--- src/core/conv_seq_pkg.sv ---
// constants and types shared by the conversion sequencing block
package conv_seq_pkg;
    // register byte offsets
    localparam logic [3:0] CTRL_OFS = 4'h0;
    localparam logic [3:0] STAT_OFS = 4'h4;
    localparam logic [3:0] DATA_OFS = 4'h8;
    localparam logic [3:0] RATE_OFS = 4'hC;
    // control field positions
    localparam int FILTER_SYNC_HOLD_BIT_BIT = 0;
    localparam int PD_BIT = 1;
    localparam int CFG_LSB = 4;
    localparam int CFG_MSB = 7;
    // control reset and writable mask
    localparam logic [7:0] CTRL_RESET = 8'h00;
    localparam logic [7:0] CTRL_MASK = 8'hF3;
    // word period in master clocks, reset value and floor
    localparam logic [15:0] RATE_RESET = 16'h0100;
    localparam logic [15:0] RATE_MIN = 16'h0004;
    // settling spans this many word periods; last index of it
    localparam logic [1:0] SETTLE_LAST = 2'h2;
    // master clock period and ready pulse
    localparam int CLK_PERIOD_NS = 5;
    localparam int PULSE_NS = 2500;
    localparam int PULSE_CYC_I = PULSE_NS / CLK_PERIOD_NS;
    localparam logic [9:0] PULSE_LAST = 10'(PULSE_CYC_I - 1);
    // sequencer states
    typedef enum logic [1:0] {
        S_HOLD = 2'b00,
        S_SETTLE = 2'b01,
        S_RUN = 2'b10
    } seq_state_e;
endpackage : conv_seq_pkg

--- src/core/conv_seq_ctrl.sv ---
// sequencing of filter sync, standby, reset and data-ready for the converter
//
// Design decisions made here: the Avalon-MM interface to the registers and the address map.
`timescale 1ns/1ps
module conv_seq_ctrl (
    input wire logic clock,
    input wire logic rst_n,
    input wire logic [3:0] address,
    input wire logic read,
    input wire logic write,
    input wire logic [31:0] writedata,
    input wire logic [3:0] byteenable,
    output logic [31:0] readdata,
    output logic waitrequest,
    input wire logic [15:0] sample_word,
    output logic modulator_hold,
    output logic power_down,
    output logic word_available_n,
    output logic mclk_out
);
    import conv_seq_pkg::*;

    // counter step that stops at the top instead of wrapping
    function automatic logic [23:0] sat_inc(input logic [23:0] v);
        sat_inc = (v == 24'hFFFFFF) ? v : v + 24'h000001;
    endfunction : sat_inc

    // registers
    logic [7:0] ctrl_q; // sync, power-down, config
    logic [7:0] ctrl_d;
    logic [15:0] rate_q; // word period in clocks
    logic [15:0] rate_d;
    logic [15:0] data_q; // output data word
    logic [31:0] readdata_q;
    logic [31:0] readdata_d;
    logic waitrequest_q;
    logic hold_q;
    logic pd_q;
    logic word_available_n_q;
    logic word_available_n_d;
    logic mclk_out_q;
    // sequencer
    seq_state_e state_q;
    seq_state_e state_d;
    logic [15:0] period_cnt_q;
    logic [15:0] period_cnt_d;
    logic [1:0] word_cnt_q;
    logic [1:0] word_cnt_d;
    // ready pulse
    logic pulse_q;
    logic pulse_d;
    logic [9:0] pulse_cnt_q;
    logic [9:0] pulse_cnt_d;
    // cycles since leaving hold, only the checks read it
    logic [23:0] since_rel_q;

    // bus decode
    wire req = read | write;
    wire take = req & ~waitrequest_q; // access completes here
    wire wr_take = take & write;
    wire rd_take = take & read;
    wire sel_ctrl = (address == CTRL_OFS);
    wire sel_stat = (address == STAT_OFS);
    wire sel_data = (address == DATA_OFS);
    wire sel_rate = (address == RATE_OFS);
    wire data_rd = rd_take & sel_data;
    wire hold_src = ctrl_q[FILTER_SYNC_HOLD_BIT_BIT] | ctrl_q[PD_BIT];
    // a zero period would wrap round to the longest period of the 16-bit counter
    wire [15:0] rate_eff = (rate_q < RATE_MIN) ? RATE_MIN : rate_q;
    wire period_end = (period_cnt_q == rate_eff - 16'h0001);
    wire settle_done = period_end & (word_cnt_q == SETTLE_LAST);
    // update strobe of the output data register
    wire upd = ((state_q == S_SETTLE) & settle_done)
        | ((state_q == S_RUN) & period_end);
    wire pulse_end = pulse_q & (pulse_cnt_q == PULSE_LAST);
    wire [31:0] stat_word = {28'h0000000, state_q, hold_q, word_available_n_q};

    // control register write, byte lane 0 only
    always_comb
    begin
        ctrl_d = ctrl_q;
        if (wr_take && sel_ctrl && byteenable[0])
        begin
            // the whole byte is replaced through the mask, so sync writes also overwrite config
            ctrl_d = writedata[7:0] & CTRL_MASK;
        end
    end

    // rate register write, low two lanes
    always_comb
    begin
        rate_d = rate_q;
        if (wr_take && sel_rate)
        begin
            if (byteenable[0])
            begin
                rate_d[7:0] = writedata[7:0];
            end
            if (byteenable[1])
            begin
                rate_d[15:8] = writedata[15:8];
            end
        end
    end

    // read mux, unmapped offsets read zero
    always_comb
    begin
        readdata_d = 32'h00000000;
        if (sel_ctrl)
        begin
            readdata_d = {24'h000000, ctrl_q};
        end
        else if (sel_stat)
        begin
            readdata_d = stat_word;
        end
        else if (sel_data)
        begin
            readdata_d = {16'h0000, data_q};
        end
        else if (sel_rate)
        begin
            readdata_d = {16'h0000, rate_q};
        end
    end

    // sequencer: hold, settle three periods, then free run
    always_comb
    begin
        state_d = state_q;
        period_cnt_d = period_end ? 16'h0000 : period_cnt_q + 16'h0001;
        word_cnt_d = word_cnt_q;
        case (state_q)
            S_HOLD:
            begin
                // filter and modulator frozen, no samples
                period_cnt_d = 16'h0000;
                word_cnt_d = 2'h0;
                if (!hold_src)
                begin
                    state_d = S_SETTLE;
                end
            end
            S_SETTLE:
            begin
                // settling restarts from every release
                if (settle_done)
                begin
                    state_d = S_RUN;
                end
                else if (period_end)
                begin
                    word_cnt_d = word_cnt_q + 2'h1;
                end
            end
            S_RUN:
            begin
                word_cnt_d = 2'h0;
            end
            default:
            begin
                state_d = S_HOLD;
            end
        endcase
        // sync or power-down wins from any state
        if (hold_src)
        begin
            state_d = S_HOLD;
            period_cnt_d = 16'h0000;
            word_cnt_d = 2'h0;
        end
    end

    // data-ready: new word wins over a read in the same cycle
    always_comb
    begin
        word_available_n_d = word_available_n_q;
        pulse_d = pulse_q;
        pulse_cnt_d = pulse_q ? pulse_cnt_q + 10'h001 : 10'h000;
        if (upd && !word_available_n_q)
        begin
            // unread word replaced: raise first, fall later
            word_available_n_d = 1'b1;
            pulse_d = 1'b1;
            pulse_cnt_d = 10'h000;
        end
        else if (upd)
        begin
            word_available_n_d = 1'b0;
        end
        else if (data_rd)
        begin
            // read retires the word and cancels a pending fall
            word_available_n_d = 1'b1;
            pulse_d = 1'b0;
        end
        else if (pulse_end)
        begin
            word_available_n_d = 1'b0;
            pulse_d = 1'b0;
        end
    end

    // bus slave and registers, level reset holds everything
    always_ff @(posedge clock)
    begin
        if (!rst_n)
        begin
            // wait held high, so no access completes
            waitrequest_q <= 1'b1;
            readdata_q <= 32'h00000000;
            ctrl_q <= CTRL_RESET;
            rate_q <= RATE_RESET;
        end
        else
        begin
            // one wait cycle, then a single ready cycle
            waitrequest_q <= ~(req & waitrequest_q);
            readdata_q <= readdata_d;
            ctrl_q <= ctrl_d;
            rate_q <= rate_d;
        end
    end

    // data word, kept through standby and sync
    always_ff @(posedge clock)
    begin
        if (!rst_n)
        begin
            data_q <= 16'h0000;
        end
        else if (upd)
        begin
            data_q <= sample_word;
        end
    end

    // sequencer and ready registers
    always_ff @(posedge clock)
    begin
        if (!rst_n)
        begin
            state_q <= S_HOLD;
            period_cnt_q <= 16'h0000;
            word_cnt_q <= 2'h0;
            word_available_n_q <= 1'b1;
            pulse_q <= 1'b0;
            pulse_cnt_q <= 10'h000;
            hold_q <= 1'b1;
            pd_q <= 1'b0;
        end
        else
        begin
            state_q <= state_d;
            period_cnt_q <= period_cnt_d;
            word_cnt_q <= word_cnt_d;
            word_available_n_q <= word_available_n_d;
            pulse_q <= pulse_d;
            pulse_cnt_q <= pulse_cnt_d;
            hold_q <= hold_src;
            pd_q <= ctrl_q[PD_BIT];
        end
    end

    // cycles since release, for the settling check
    always_ff @(posedge clock)
    begin
        if (!rst_n || state_q == S_HOLD)
        begin
            since_rel_q <= 24'h000000;
        end
        else
        begin
            since_rel_q <= sat_inc(since_rel_q);
        end
    end

    // clock output has no reset so it never stops;
    // an unknown start value takes the else branch and settles
    always_ff @(posedge clock)
    begin
        if (mclk_out_q)
            mclk_out_q <= 1'b0;
        else
            mclk_out_q <= 1'b1;
    end

    // outputs straight from flip-flops
    assign readdata = readdata_q;
    assign waitrequest = waitrequest_q;
    assign modulator_hold = hold_q;
    assign power_down = pd_q;
    assign word_available_n = word_available_n_q;
    assign mclk_out = mclk_out_q;

    // checks
    property p_hold_no_upd;
        @(posedge clock) disable iff (!rst_n)
        hold_src |=> (state_q == S_HOLD) && !upd;
    endproperty
    a_hold_no_upd: assert property (p_hold_no_upd)
        else $error("sample taken while held");

    property p_release;
        @(posedge clock) disable iff (!rst_n)
        (state_q == S_HOLD) && !hold_src |=> state_q == S_SETTLE ##1 period_cnt_q == 16'h0001;
    endproperty
    a_release: assert property (p_release)
        else $error("sampling did not resume");

    property p_cfg_kept;
        @(posedge clock) disable iff (!rst_n)
        $changed(ctrl_q[FILTER_SYNC_HOLD_BIT_BIT]) |-> $stable(rate_q);
    endproperty
    a_cfg_kept: assert property (p_cfg_kept)
        else $error("sync bit disturbed setup");

    property p_settle;
        @(posedge clock) disable iff (!rst_n)
        upd && state_q == S_SETTLE |-> {8'h00, since_rel_q} == 3 * {16'h0000, rate_eff} - 1;
    endproperty
    a_settle: assert property (p_settle)
        else $error("word loaded before settling");

    property p_pulse_start;
        @(posedge clock) disable iff (!rst_n)
        upd && !word_available_n_q |=> word_available_n_q && pulse_q && pulse_cnt_q == 10'h000;
    endproperty
    a_pulse_start: assert property (p_pulse_start)
        else $error("ready pulse did not start");

    property p_pulse_end;
        @(posedge clock) disable iff (!rst_n)
        pulse_end && !upd && !data_rd |=> !word_available_n_q && !pulse_q;
    endproperty
    a_pulse_end: assert property (p_pulse_end)
        else $error("ready pulse did not end");

    property p_read_clears;
        @(posedge clock) disable iff (!rst_n)
        data_rd && !upd |=> word_available_n_q;
    endproperty
    a_read_clears: assert property (p_read_clears)
        else $error("read did not raise ready");

    property p_reset_hold;
        @(posedge clock)
        !rst_n |=> word_available_n_q && waitrequest_q;
    endproperty
    a_reset_hold: assert property (p_reset_hold)
        else $error("reset did not hold ready and wait");

    property p_standby_bus;
        @(posedge clock) disable iff (!rst_n)
        ctrl_q[PD_BIT] && req && waitrequest_q |=> !waitrequest_q;
    endproperty
    a_standby_bus: assert property (p_standby_bus)
        else $error("bus stalled in standby");

    property p_clk_runs;
        @(posedge clock) disable iff (!rst_n)
        1'b1 |=> mclk_out_q != $past(mclk_out_q);
    endproperty
    a_clk_runs: assert property (p_clk_runs)
        else $error("clock output stopped");

    c_first_word: cover property (@(posedge clock) upd && state_q == S_SETTLE);
    c_pulse: cover property (@(posedge clock) pulse_end);
    c_standby_read: cover property (@(posedge clock) data_rd && ctrl_q[PD_BIT]);
endmodule : conv_seq_ctrl

--- config.mk ---
export PLATFORM = sky130hd
export DESIGN_NAME = conv_seq_ctrl
export DESIGN_NICKNAME = d
export VERILOG_FILES = /design/src/core/conv_seq_pkg.sv /design/src/core/conv_seq_ctrl.sv
export SDC_FILE = /design/constraint.sdc
export NUM_CORES = 1
export LEC_CHECK = 0
export CORE_MARGIN = 3
export CORE_UTILIZATION = 65
export DETAILED_ROUTE_END_ITERATION = 16
export DONT_BUFFER_PORTS = 1
export PLACE_DENSITY = 0.89
export REMOVE_ABC_BUFFERS = 1
export SLEW_MARGIN = 20
export SYNTH_ARGS = -nofsm -noshare
export SYNTH_HDL_FRONTEND = slang
export SYNTH_SLANG_ARGS = --single-unit
--- constraint.sdc ---
create_clock -name clock -period 6.1 [get_ports clock]
set_input_delay 0.305 -clock clock [delete_from_list [all_inputs] [get_ports clock]]
set_output_delay 0.305 -clock clock [all_outputs]
set_load 0.01 [all_outputs]
==> run metrics <==
synthesized cell area 4440 sq um; vias per inst ~6; min-delay worst type in2reg; Clock Skew 11.2 ps; post-CTS resize count 0; Largest stage delay, worst path 770 ps; Mapped Cells 481; outcome complete, no violations; CP Cell Sequence or3_4, nor3_2, nand2_1, nand2_1, ha_1, nand2b_1, or2_2, a211oi_1, a2111oi_0, a31oi_1, nor4_4, buf_4, a21boi_0, o21ai_0; first-pass GRT wire length between 15 and 20 mm; Num CTS Buffers 9; CTS root buf clkbuf_8; commonest non-fill, non-tap cell in the layout dfxtp_1; Routed Antenna Nets 0; setup violators final 0; # rows 29; core area around 6500 sq um; area leader, netlist dfxtp_1; Die Height 88.6 um; Hold Crit Depth 1; Most Frequent Cell on Critical Path nand2_1; Iter 0 DRT Violations ~220; vias post-DR 3269; fmax 223 MHz; worst-path fanout max 20; Synth Flop Type dfxtp_1; Ys Warns 0; Residual DRC 0; Port Buf Inserts 0; I/O Pins 97; final core utilization 70.1%; Die Area 7860 sq um; LEAKAGE 1.77 nW; final critical-path share of the clock period about three quarters; Clock Latency Late Sink 360 ps; R2R depth 14; layout cells sized above 1 5.94%; CP endpoint kind flip-flop; #FFs+latches synth 90; largest net degree at the start of global routing 47; # hold bufs at CTS 0; Top Metal Used met4; # nets final 530; Synth area leaders dfxtp_1 41%, mux2i_1 12%, nor2b_1 6.5%; DRT Pass-1 Iters 5; post-synth cell types 57; metal2 WL 4.63 mm; Met3 Routed Length 701 um; maxcap violations 0; number of global-route vias before repair 3297; most frequent cells in the layout 90 x dfxtp_1, 54 x nor2_1, 54 x mux2i_1, 46 x nor2b_1; drt wl/cell 16.8 um; Reg clk slew, reported paths about 90 ps; Starting Density between 60% and 70%; Post-DP HPWL 6.68 mm; Crit Path Class reg2reg; n_diodes 0; gr ovfl total 0; Syn-to-layout area delta 2.57%; Synth Area per Inst 9.23 sq um; Seq/Total Area, Yosys about two fifths; CTS tree yes; Synth top area share between 40% and 50%; FFs w/ async S/R, synth 0%; PD cells 225 nW/um^2; CTS sink cnt 90; critical path's slowest cell a21boi_0; Setup TNS Final 0 ps; fin. max-slew vios 0; Post-CTS Setup Bufs 0; worst path arrival time 4680 ps; Routed WL just over 9 mm; Metal-1 WL 3.81 mm; htree depth 3; clock buffer depth 2; initial antenna violation count 0; Final Hold Viols 0; Setup crit start kind flip-flop; Worst slew margin between 30% and 40%; RSZ-0062 raised after global routing no; min Tclk post-route 4490 ps; total track usage around 25%; number of enable flip-flop cells after synthesis 0; required time of the worst setup path 6290 ps; final-layout fill cell count between 400 and 500; Slew @ Worst Pin 919 ps; GP Congestion 0.883; Die W 88.6 um; Max rail drop VDD 189 uV
[Yosys cell counts (all sizes together), types with 2 or more instances]
cell type   n
dfxtp      90
mux2i      54
nor2       54
nor2b      46
buf        23
clkbuf     20
xnor2      20
xor2       20
nand2      19
nand3      18
and3       16
nor3       10
inv         9
nor4        9
a211oi      8
a31oi       6
a21oi       5
or3         5
ha          4
nand4       4
a21boi      3
a22oi       3
and3b       3
mux2        3
o2111ai     3
a32oi       2
and2        2
nand2b      2
o21ai       2
o22ai       2
or2         2
or4b        2
[flip-flops by register name, indices dropped and copies added, names as in the netlist]
| signal | flops |
|---|---|
| data_q | 16 |
| period_cnt_q | 16 |
| rate_q | 16 |
| readdata | 16 |
| pulse_cnt_q | 10 |
| ctrl_q | 6 |
| state_q | 2 |
| word_cnt_q | 2 |
| mclk_out | 1 |
| modulator_hold | 1 |
| power_down | 1 |
| pulse_q | 1 |
| waitrequest | 1 |
| word_available_n | 1 |
[logic make-up (layout without fill, tap and decap cells)]
family | Yosys count | after routing | synth area share, %
simple gates | 196 | 196 | 23.9
flops | 90 | 90 | 40.6
mux | 57 | 57 | 12.9
buf+inv | 52 | 27 | 6.57
compound gates | 41 | 41 | 6.94
xor+xnor | 40 | 40 | 7.89
fa+ha+maj | 4 | 4 | 1.13
other cells | 1 | 16 | 0.0845
[worst max-delay path: cells and delay by family (launching register included)]
kind	cells	cell delay, ps
buf+inv	1	260
fa+ha+maj	1	210
compound gates	5	1910
simple gates	7	1540
flops	1	400
[final cells by class]
cell class                      instances  area (sq um)  area share (%)
Timing Repair Buffer                    2          17.5           0.385
Sequential cell                        90          1800            39.6
Tap cell                               77          96.3            2.12
Inverter                                9          33.8           0.742
Clock buffer                           10           128            2.80
Clock inverter                          6          65.1            1.43
Multi-Input combinational cell        354          2410            52.9
[where the power goes]
group	switching [mW]	internal [mW]
clock network	0.210	0.191
registers	0.00433	0.590
logic	0.0148	0.0125
[path summary, 6_finish.rpt]
kind / startpoint / to / slack (ps)
setup / recovery: rate_q[3] / word_available_n / 1610
setup reg to reg: rate_q[3] / word_available_n / 1610
hold / removal: address[3] / readdata[1] / 40
hold reg to reg: mclk_out / mclk_out / 430
[through the flow]
step | std cells | hold slack, ps | total power [mW] | worst slack [ps] | area (sq um)
global route | 548 | 24.3 | 1.05 | 1230 | 4550
detailed placement | 531 | 380 | 0.634 | 1740 | 4350
CTS | 547 | 7.92 | 1.02 | 1720 | 4540
floorplan | 453 | 367 | 0.630 | 1310 | 4240
global placement | 531 | 376 | 0.634 | 1800 | 4350
finish | 548 | 37.9 | 1.02 | 1610 | 4550
[layer usage]
layer	track usage, %	up-vias
met5	0	-
met4	5.77	0
met3	8.66	10
met2	44.1	103
met1	28.8	1562
li1	-	1594
(Power assumes the default switching activity.)
